`src/verilog/dot_pkg.sv`:
```
// shared constants and carrier types for the on-die termination controller
package dot_pkg;
  // register byte offsets
  localparam logic [7:0] MR0_OFS  = 8'h00;
  localparam logic [7:0] MR1_OFS  = 8'h04;
  localparam logic [7:0] MR2_OFS  = 8'h08;
  localparam logic [7:0] STAT_OFS = 8'h0C;
  // reset values of mode register mirrors
  localparam logic [15:0] MR0_RST = 16'h0000;
  localparam logic [15:0] MR1_RST = 16'h0000;
  localparam logic [15:0] MR2_RST = 16'h0000;
  // field positions
  localparam int MR0_PPD_BIT  = 12;
  localparam int MR0_BL_LO    = 0;
  localparam int MR0_CL_LO    = 4;
  localparam int MR1_DLLD_BIT = 0;
  localparam int MR1_AL_LO    = 3;
  localparam int MR1_NOM0_BIT = 2;
  localparam int MR1_NOM1_BIT = 6;
  localparam int MR1_NOM2_BIT = 9;
  localparam int MR2_CWL_LO   = 3;
  localparam int MR2_WR_LO    = 9;
  localparam int ADDR_BC_BIT  = 12;
  // latency arithmetic, in link clock cycles
  localparam logic [4:0] CWL_BASE   = 5'h05;
  localparam logic [4:0] CL_BASE    = 5'h04;
  localparam logic [4:0] ODTL_SUB   = 5'h02;
  localparam logic [4:0] TANPD_SUB  = 5'h01;
  localparam logic [4:0] CWN8_EXTRA = 5'h06;
  localparam logic [4:0] CWN4_EXTRA = 5'h04;
  localparam logic [4:0] ODTH4      = 5'h04;
  localparam logic [4:0] ODTH8      = 5'h06;
  // burst length field codes
  localparam logic [1:0] BL_FIX8 = 2'h0;
  localparam logic [1:0] BL_OTF  = 2'h1;
  // command pins of one registered edge
  typedef struct packed {
    logic       cs_n;
    logic       ras_n;
    logic       cas_n;
    logic       we_n;
    logic [2:0] ba;
    logic [15:0] addr;
  } dot_cmd_s;
  // termination state shown to the analog switch
  typedef struct packed {
    logic       on;
    logic       use_wr;
    logic [2:0] nom_code;
    logic [1:0] wr_code;
  } dot_rtt_s;
endpackage : dot_pkg

```
`src/verilog/dot_ctrl.sv`:
```
// on-die termination control: read turn-off, dynamic strength, frozen-dll async mode
// Overview of operation
// - termination comes on when the device stops driving the data bus
// - dynamic mode is on when either write-strength bit of MR2 is set
// - nominal code from MR1 bits 9,6,2; write code from MR2 bits 10,9
// - without writes use nominal; on/off WL-2 clocks after ODT registered
// - in dynamic mode a write selects write strength WL-2 clocks later
// - nominal returns 6+ODTLoff clocks after write for BL8, 4+ODTLoff for BC4
// - strength changes land half a clock after the latency point
// - async mode in precharge power-down when MR0 bit 12 is clear and MR1 bit 0 (DLL disable) is clear
// - async mode does not delay ODT by the additive latency
// - async mode follows the sampled ODT level directly, not clocked latencies
// - near frozen power-down entry/exit either sync or async timing is allowed
// - the transition lead interval is WL-1 clocks around the CKE change
// - sync latency is CWL + AL - 2, so additive latency applies to ODT
// - with all termination codes zero the ODT pin is ignored
//
// Decided for this implementation: the address-and-strobe port and the address map.
`timescale 1ns/10ps
`default_nettype none
module dot_ctrl #(
  parameter int DEPTH = 32
) (
  // clocking
  input  wire logic              core_clk,
  input  wire logic              reset_n,
  input  wire logic              ce,
  // memory pins, asynchronous to core_clk
  input  wire logic              ck,
  input  wire logic              cke,
  input  wire logic              odt,
  input  wire dot_pkg::dot_cmd_s cmd,
  // device-internal state, same clock domain
  input  wire logic              dq_drive,
  input  wire logic              banks_idle,
  // register port
  input  wire logic [7:0]        reg_addr,
  input  wire logic [31:0]       reg_wdata,
  input  wire logic              reg_wr,
  input  wire logic              reg_rd,
  output logic      [31:0]       reg_rdata,
  // termination switch
  output dot_pkg::dot_rtt_s      rtt
);
  localparam int PW = 3 + $bits(dot_pkg::dot_cmd_s);

  typedef enum logic [1:0] {
    DOT_RUN   = 2'b00,
    DOT_PD    = 2'b01,
    DOT_ASYNC = 2'b10
  } dot_mode_e;

  logic [PW-1:0]     pins_s;
  logic              ck_s;
  logic              ck_d_r;
  logic              cke_s;
  logic              odt_s;
  dot_pkg::dot_cmd_s cmd_s;
  logic              ck_rise;
  logic              ck_fall;

  dot_sync #(.W(PW)) u_sync (
    .core_clk (core_clk),
    .reset_n  (reset_n),
    .ce       (ce),
    .d        ({ck, cke, odt, cmd}),
    .q        (pins_s)
  );

  assign ck_s    = pins_s[PW-1];
  assign cke_s   = pins_s[PW-2];
  assign odt_s   = pins_s[PW-3];
  assign cmd_s   = pins_s[PW-4:0];
  assign ck_rise = ck_s & ~ck_d_r;
  assign ck_fall = ~ck_s & ck_d_r;

  always_ff @(posedge core_clk or negedge reset_n) begin
    if (!reset_n) begin
      ck_d_r <= 1'b0;
    end else if (ce) begin
      ck_d_r <= ck_s;
    end
  end

  // command decode at each registered link edge
  logic cmd_sel;
  logic mrs_cmd;
  logic wr_cmd;
  assign cmd_sel = ck_rise & ~cmd_s.cs_n;
  assign mrs_cmd = cmd_sel & ~cmd_s.ras_n & ~cmd_s.cas_n & ~cmd_s.we_n;
  assign wr_cmd  = cmd_sel & cmd_s.ras_n & ~cmd_s.cas_n & ~cmd_s.we_n;

  // mode register mirrors: mode-set commands win over the register port
  logic [15:0] mr0_r;
  logic [15:0] mr1_r;
  logic [15:0] mr2_r;

  always_ff @(posedge core_clk or negedge reset_n) begin
    if (!reset_n) begin
      mr0_r <= dot_pkg::MR0_RST;
      mr1_r <= dot_pkg::MR1_RST;
      mr2_r <= dot_pkg::MR2_RST;
    end else if (ce) begin
      if (mrs_cmd) begin
        if (cmd_s.ba == 3'h0) begin
          mr0_r <= cmd_s.addr;
        end else if (cmd_s.ba == 3'h1) begin
          mr1_r <= cmd_s.addr;
        end else if (cmd_s.ba == 3'h2) begin
          mr2_r <= cmd_s.addr;
        end
      end else if (reg_wr) begin
        if (reg_addr == dot_pkg::MR0_OFS) begin
          mr0_r <= reg_wdata[15:0];
        end else if (reg_addr == dot_pkg::MR1_OFS) begin
          mr1_r <= reg_wdata[15:0];
        end else if (reg_addr == dot_pkg::MR2_OFS) begin
          mr2_r <= reg_wdata[15:0];
        end
      end
    end
  end

  // field views
  logic [2:0] nom_code;
  logic [1:0] wr_code;
  logic       odt_en;
  logic       dyn_en;
  logic       dll_off;
  logic [4:0] cwl;
  logic [4:0] cl;
  logic [4:0] al;
  logic [4:0] odtl;
  logic [4:0] wl;

  assign nom_code = {mr1_r[dot_pkg::MR1_NOM2_BIT], mr1_r[dot_pkg::MR1_NOM1_BIT],
                     mr1_r[dot_pkg::MR1_NOM0_BIT]};
  assign wr_code  = mr2_r[dot_pkg::MR2_WR_LO +: 2];
  assign dll_off  = mr1_r[dot_pkg::MR1_DLLD_BIT];
  // pin ignored when all codes zero
  assign odt_en   = (|nom_code) | (|wr_code);
  // dynamic enable; dll-off relies on the controller having cleared it
  assign dyn_en   = |wr_code;

  assign cwl = {2'b00, mr2_r[dot_pkg::MR2_CWL_LO +: 3]} + dot_pkg::CWL_BASE;
  assign cl  = {2'b00, mr0_r[dot_pkg::MR0_CL_LO +: 3]} + dot_pkg::CL_BASE;

  always_comb begin
    case (mr1_r[dot_pkg::MR1_AL_LO +: 2])
      2'h1:    al = cl - 5'h01;
      2'h2:    al = cl - 5'h02;
      default: al = 5'h00;
    endcase
  end

  // additive latency folded into the odt latency
  assign wl   = cwl + al;
  assign odtl = wl - dot_pkg::ODTL_SUB;

  // burst length of this write: fixed by mode or chosen on the fly
  logic wr_bl8;
  always_comb begin
    case (mr0_r[dot_pkg::MR0_BL_LO +: 2])
      dot_pkg::BL_FIX8: wr_bl8 = 1'b1;
      dot_pkg::BL_OTF:  wr_bl8 = cmd_s.addr[dot_pkg::ADDR_BC_BIT];
      default:          wr_bl8 = 1'b0;
    endcase
  end

  // power-down tracking and mode selection
  dot_mode_e  mode_r;
  logic       cke_reg_r;
  logic [4:0] trans_cnt_r;
  logic       async_req;

  // frozen dll only in precharge power-down with bit 12 clear
  assign async_req = ~cke_s & banks_idle & ~dll_off & ~mr0_r[dot_pkg::MR0_PPD_BIT];

  always_ff @(posedge core_clk or negedge reset_n) begin
    if (!reset_n) begin
      mode_r    <= DOT_RUN;
      cke_reg_r <= 1'b1;
    end else if (ce && ck_rise) begin
      cke_reg_r <= cke_s;
      case (mode_r)
        DOT_RUN: begin
          if (!cke_s) begin
            mode_r <= async_req ? DOT_ASYNC : DOT_PD;
          end
        end
        DOT_PD, DOT_ASYNC: begin
          if (cke_s) begin
            mode_r <= DOT_RUN;
          end
        end
        default: mode_r <= DOT_RUN;
      endcase
    end
  end

  // lead interval of WL-1 clocks around each CKE change
  always_ff @(posedge core_clk or negedge reset_n) begin
    if (!reset_n) begin
      trans_cnt_r <= 5'h00;
    end else if (ce && ck_rise) begin
      if (cke_s != cke_reg_r) begin
        trans_cnt_r <= wl - dot_pkg::TANPD_SUB;
      end else if (trans_cnt_r != 5'h00) begin
        trans_cnt_r <= trans_cnt_r - 5'h01;
      end
    end
  end

  logic async_mode;
  assign async_mode = (mode_r == DOT_ASYNC);

  // latency lines stepped on each registered edge
  logic [DEPTH-1:0] odt_line;
  logic [DEPTH-1:0] w8_line;
  logic [DEPTH-1:0] w4_line;

  dot_pipe #(.DEPTH(DEPTH)) u_odt_line (
    .core_clk (core_clk),
    .reset_n  (reset_n),
    .ce       (ce),
    .step     (ck_rise),
    .flush    (1'b0),
    .din      (odt_s),
    .line     (odt_line)
  );

  dot_pipe #(.DEPTH(DEPTH)) u_w8_line (
    .core_clk (core_clk),
    .reset_n  (reset_n),
    .ce       (ce),
    .step     (ck_rise),
    .flush    (~dyn_en),
    .din      (wr_cmd & wr_bl8),
    .line     (w8_line)
  );

  dot_pipe #(.DEPTH(DEPTH)) u_w4_line (
    .core_clk (core_clk),
    .reset_n  (reset_n),
    .ce       (ce),
    .step     (ck_rise),
    .flush    (~dyn_en),
    .din      (wr_cmd & ~wr_bl8),
    .line     (w4_line)
  );

  // decisions at the latency edge, applied on the following falling edge
  logic on_pend_r;
  logic wr_set_r;
  logic wr_clr_r;
  logic term_r;
  logic use_wr_r;
  logic rtt_on_r;

  always_ff @(posedge core_clk or negedge reset_n) begin
    if (!reset_n) begin
      on_pend_r <= 1'b0;
      wr_set_r  <= 1'b0;
      wr_clr_r  <= 1'b0;
    end else if (ce && ck_rise) begin
      on_pend_r <= odt_line[odtl - 5'h01];
      wr_set_r  <= w8_line[odtl - 5'h01] | w4_line[odtl - 5'h01];
      // back to nominal per burst length
      wr_clr_r  <= w8_line[odtl + dot_pkg::CWN8_EXTRA - 5'h01]
                 | w4_line[odtl + dot_pkg::CWN4_EXTRA - 5'h01];
    end
  end

  // transition windows take whichever path is active, both legal
  always_ff @(posedge core_clk or negedge reset_n) begin
    if (!reset_n) begin
      term_r <= 1'b0;
    end else if (ce) begin
      if (async_mode) begin
        term_r <= odt_s;
      end else if (ck_fall) begin
        // half a clock after the latency point
        term_r <= on_pend_r;
      end
    end
  end

  always_ff @(posedge core_clk or negedge reset_n) begin
    if (!reset_n) begin
      use_wr_r <= 1'b0;
    end else if (ce) begin
      if (!dyn_en || async_mode) begin
        use_wr_r <= 1'b0;
      end else if (ck_fall) begin
        // strength change on falling edge; a new write beats the return
        if (wr_set_r) begin
          use_wr_r <= 1'b1;
        end else if (wr_clr_r) begin
          use_wr_r <= 1'b0;
        end
      end
    end
  end

  // termination on once the bus is released
  // dq_drive holds it off even if ODT stays high into read data
  always_ff @(posedge core_clk or negedge reset_n) begin
    if (!reset_n) begin
      rtt_on_r <= 1'b0;
    end else if (ce) begin
      rtt_on_r <= term_r & odt_en & ~dq_drive;
    end
  end

  assign rtt.on       = rtt_on_r;
  assign rtt.use_wr   = use_wr_r;
  assign rtt.nom_code = nom_code;
  assign rtt.wr_code  = wr_code;

  // register read, data one cycle after the strobe
  logic [31:0] rd_nxt;
  always_comb begin
    rd_nxt = 32'h0000_0000;
    if (reg_addr == dot_pkg::MR0_OFS) begin
      rd_nxt = {16'h0000, mr0_r};
    end else if (reg_addr == dot_pkg::MR1_OFS) begin
      rd_nxt = {16'h0000, mr1_r};
    end else if (reg_addr == dot_pkg::MR2_OFS) begin
      rd_nxt = {16'h0000, mr2_r};
    end else if (reg_addr == dot_pkg::STAT_OFS) begin
      rd_nxt = {20'h00000, odtl, (trans_cnt_r != 5'h00), mode_r,
                dyn_en, odt_en, use_wr_r, rtt_on_r};
    end
  end

  always_ff @(posedge core_clk or negedge reset_n) begin
    if (!reset_n) begin
      reg_rdata <= 32'h0000_0000;
    end else if (ce) begin
      reg_rdata <= reg_rd ? rd_nxt : 32'h0000_0000;
    end
  end
endmodule : dot_ctrl
`default_nettype wire

```
`src/verilog/dot_sync.sv`:
```
// two-flop synchroniser for a bundle of pin inputs
`timescale 1ns/10ps
`default_nettype none
module dot_sync #(
  parameter int W = 1
) (
  // clocking
  input  wire logic         core_clk,
  input  wire logic         reset_n,
  input  wire logic         ce,
  // data
  input  wire logic [W-1:0] d,
  output logic      [W-1:0] q
);
  logic [W-1:0] meta_r;

  always_ff @(posedge core_clk or negedge reset_n) begin
    if (!reset_n) begin
      meta_r <= '0;
      q      <= '0;
    end else if (ce) begin
      meta_r <= d;
      q      <= meta_r;
    end
  end
endmodule : dot_sync
`default_nettype wire

```
`src/verilog/dot_pipe.sv`:
```
// shift line stepped once per link clock rise, every stage visible
`timescale 1ns/10ps
`default_nettype none
module dot_pipe #(
  parameter int DEPTH = 32
) (
  // clocking
  input  wire logic             core_clk,
  input  wire logic             reset_n,
  input  wire logic             ce,
  // stepping
  input  wire logic             step,
  input  wire logic             flush,
  input  wire logic             din,
  output logic      [DEPTH-1:0] line
);
  always_ff @(posedge core_clk or negedge reset_n) begin
    if (!reset_n) begin
      line <= '0;
    end else if (ce) begin
      if (flush) begin
        line <= '0;
      end else if (step) begin
        line <= {line[DEPTH-2:0], din};
      end
    end
  end
endmodule : dot_pipe
`default_nettype wire

```
`config.mk`:
```
export PLATFORM = sky130hd
export DESIGN_NAME = dot_ctrl
export DESIGN_NICKNAME = d
export VERILOG_FILES = /design/src/verilog/dot_pkg.sv /design/src/verilog/dot_ctrl.sv /design/src/verilog/dot_sync.sv /design/src/verilog/dot_pipe.sv
export SDC_FILE = /design/constraint.sdc
export NUM_CORES = 1
export LEC_CHECK = 0
export CAP_MARGIN = 20
export CORE_MARGIN = 2
export CORE_UTILIZATION = 35
export CTS_CLUSTER_SIZE = 25
export DETAILED_ROUTE_END_ITERATION = 12
export DONT_BUFFER_PORTS = 1
export HOLD_SLACK_MARGIN = 0.06
export MAX_ROUTING_LAYER = met4
export PLACE_DENSITY = 0.58
export SETUP_SLACK_MARGIN = 0.15
export SYNTH_ARGS = -nofsm -noshare
export SYNTH_HDL_FRONTEND = slang
export SYNTH_SLANG_ARGS = --single-unit
```
`constraint.sdc`:
```
create_clock -name core_clk -period 7.15 [get_ports core_clk]
set_input_delay 0 -clock core_clk [delete_from_list [all_inputs] [get_ports core_clk]]
set_output_delay 0 -clock core_clk [all_outputs]
set_load 0.02 [all_outputs]
```
==> results.yml <==
cts:
  path_clk_slew_ns: 0.06
  tritoncts: "done"
  htree_levels: 1
  clockBufferDepth: 3
  post_cts_resized: 0
  cts_made_buffers: 24
  cts_sinks: 227
  clock_latency_ns: 0.51
  cts_root_buf: "clkbuf_16"
final_layout:
  nets: 1133
  fill_cells: 2996
  final-seq-area_sq_um: 5680
  diodes: 0
  layout-drive-gt1-share: 0.135
  multi_input_comb_area_sq_um: 5030
  area_delta_synth_final_pct: 14.2
floorplanning:
  initial_utilization: 0.355
  core-area_sq_um: 31600
  rows: 65
  dieArea_sq_um: 33500
  fp.dieW_um: 183
  ios: 112
  die_y_um: 183
global_routing:
  antenna_found_initial: 0
  grt_pass1_wl_mm: 42.0
  grt_usage: 0.158
  grt_pass1_vias: 7681
  overflow: 0
  grt_max_degree: 228
sta:
  fmax_ghz: 0.208
  maxSlewViolCount: 0
  setup_viol_count_final: 0
  timing.final.crit_share: 0.672
  tns_ns: 0
  rsz0062_at_grt: "false"
  hold_viol: 0
  worstMarginPinSlew_ns: 1.19
  finalCriticalPeriod_ns: 4.81
  slew_headroom: 0.208
  fin_skew_ns: 0.0128
yosys:
  synth-compound-area-share: 0.130
  synth_mux_area_frac: 0.155
  synth.cell_area_sq_um: 11200
  netlist_top_cells_area: "dfrtp_1 (50%), nand2_1 (5.4%), mux2_2 (5.3%)"
  synth.most_common_cell: "dfrtp_1"
  synth_ff_type: "dfrtp_1"
  synth-simple-area-share: 0.109
  yosys_register_bits: 227
  synth_edf_count: 0
  synthCells: 1010
  synth-seq-area-share: 0.507
  async_flop_share: 1.00
  synthXorXnorAreaFrac: 0.0193
  yosysTopAreaCellShare: 0.505
  yosysUniqueCellTypes: 65
  synth_top_area_cell: "dfrtp_1"
  synth.avg_cell_area_sq_um: 11.1
  synth_top_family_by_area: "multiplexers"
  ys_warn_count: 0
  synthAdderAreaFrac: 0.0275
  ys_top_cells_by_count: "dfrtp_1 (226), nand2_1 (160), nor2_1 (67)"
drt:
  wirelength_mm: 24.9
  firstDrtPassIters: 5
  antenna_left: 0
  wl_per_cell_um: 17.1
  drt_iter0_markers: 431
  vias: 7601
  drc: 0
  vias_per_cell: 5.22
worst_setup_path:
  path_max_fanout: 9
  arrival_ns: 5.19
  startpoint_type: "register"
  crit_required_ns: 7.54
  path_class: "register to register"
  end_kind: "register"
placement:
  gp_congestion: 0.797
  post-dp-hpwl_mm: 15.4
  io_buffer_count: 0
pwr:
  p_leak_nw: 5.73
  p_total_mw: 3.74
  powerDensity_nw_per_um2: 292
  ir_worst_vdd_mv: 0.196
run:
  drv_cap: 0
worst_hold_path:
  hold_class: "primary input to register"
outcome:
  status: "completed"
## final cells by class
| type | instances | area share |
|---|---|---|
| Sequential cell | 227 | 0.444 |
| Inverter | 35 | 0.0103 |
| Clock inverter | 4 | 0.00186 |
| Tap cell | 402 | 0.0393 |
| Multi-Input combinational cell | 679 | 0.393 |
| Timing Repair Buffer | 69 | 0.0545 |
| Clock buffer | 39 | 0.0577 |
## final timing paths
kind                            slack [ns]                             end  cells after the start             startpoint
worst min register to register        0.47           mr0_r[10]$_DFFE_PN0P_                      2  mr0_r[10]$_DFFE_PN0P_
worst max-delay path                  2.34            wr_clr_r$_DFFE_PN0P_                     16   mr0_r[5]$_DFFE_PN0P_
worst max register to register        2.34            wr_clr_r$_DFFE_PN0P_                     16   mr0_r[5]$_DFFE_PN0P_
max in group asynchronous             6.03  u_w8_line.line[27]$_DFFE_PN0P_                      2                reset_n
worst min-delay path                  0.08           cke_reg_r$_DFFE_PN1P_                      4                     ce
min in group asynchronous             0.18   u_sync.meta_r[13]$_DFFE_PN0P_                      2                reset_n
## metal layers
metal	global-route usage	part of all wire	wire length (um)	up-vias
li1	-	-	-	3603
met1	0.226	0.48	11900	3805
met2	0.240	0.46	11400	166
met3	0.0220	0.045	1130	27
met4	0.0346	0.017	415	0
met5	-	0	0	-
## cell usage in the layout, fill, tap and decap left out, types with 4 or more instances in the layout
master	Yosys	layout
a21oi_1	63	62
a22o_1	62	62
buf_4	25	11
clkbuf_1	40	8
clkbuf_16	0	25
clkbuf_8	2	6
conb_1	1	16
dfrtp_1	226	226
dlygate4sd3_1	0	56
ha_1	23	23
inv_1	34	34
mux2_2	53	53
mux2i_1	33	33
mux4_1	12	12
mux4_2	22	22
nand2_1	160	160
nand2b_1	10	10
nand3_1	8	8
nor2_1	67	66
nor2b_1	9	9
nor3_1	8	8
o2111ai_1	15	15
o21ai_0	47	47
o21ai_1	4	4
o31ai_1	5	5
xnor2_1	6	6
xnor2_2	4	4
xor2_1	5	5
## worst max-delay path, stage by stage (launching register included)
cell,delay (ns)
dfrtp_1,0.40
inv_1,0.11
ha_1,0.31
nor2b_1,0.11
a21oi_1,0.04
or2_2,0.28
ha_1,0.32
fa_1,0.78
inv_1,0.15
ha_1,0.49
xnor2_2,0.58
mux4_2,0.58
nand2_1,0.09
a21o_1,0.12
a41oi_1,0.11
o21ai_1,0.10
o211ai_1,0.10
## cells by family (layout without fill, tap and decap cells)
logic type | after synthesis | count (layout)
adder cells (fa/ha/maj) | 24 | 24
AO/OA/AOI/OAI | 218 | 218
multiplexers | 120 | 120
flip-flops | 227 | 227
buffers and inverters | 119 | 147
XOR/XNOR | 17 | 17
AND/OR/NAND/NOR | 284 | 284
other | 1 | 16
## timing repair
action                                  4_1_cts  5_1_grt
endpoints found under the setup margin        0        0
endpoints found under the hold margin       385        0
hold buffers                                 58        0
buffers inserted                              0        0
## per-stage QoR
step / cells / setup WS [ns] / cell area [sq um] / hold slack (ns) / util
4_1_cts: 1455 / 2.35 / 12800 / 0.0686 / 0.406
2_1_floorplan: 1025 / 2.94 / 11300 / -0.296 / -
3_5_place_dp: 1354 / 2.37 / 11400 / -0.293 / 0.362
6_report: 1455 / 2.34 / 12800 / 0.0831 / 0.406
5_1_grt: 1455 / 2.05 / 12800 / 0.123 / 0.406
3_3_place_gp: 1354 / 2.42 / 11400 / -0.292 / 0.362
## sequential cells by signal, indices dropped and copies added (netlist names)
| signal | count |
|---|---|
| u_sync.meta_r | 26 |
| ck_d_r | 1 |
| reg_rdata | 16 |
| term_r | 1 |
| wr_set_r | 1 |
| cke_reg_r | 1 |
| u_odt_line.line | 32 |
| mode_r | 2 |
| wr_clr_r | 1 |
| u_w8_line.line | 32 |
| rtt_on_r | 1 |
| use_wr_r | 1 |
| u_w4_line.line | 32 |
| on_pend_r | 1 |
| mr1_r | 16 |
| trans_cnt_r | 5 |
| mr2_r | 16 |
| mr0_r | 16 |
| u_sync.q | 26 |
## power breakdown
group	total [mW]	switching [mW]	internal [mW]	leakage (nW)
registers	1.52	0.110	1.41	3.00
logic	1.01	0.578	0.435	2.35
clock network	1.20	0.497	0.703	0.377
No activity file was read; power rests on OpenSTA's default activity.
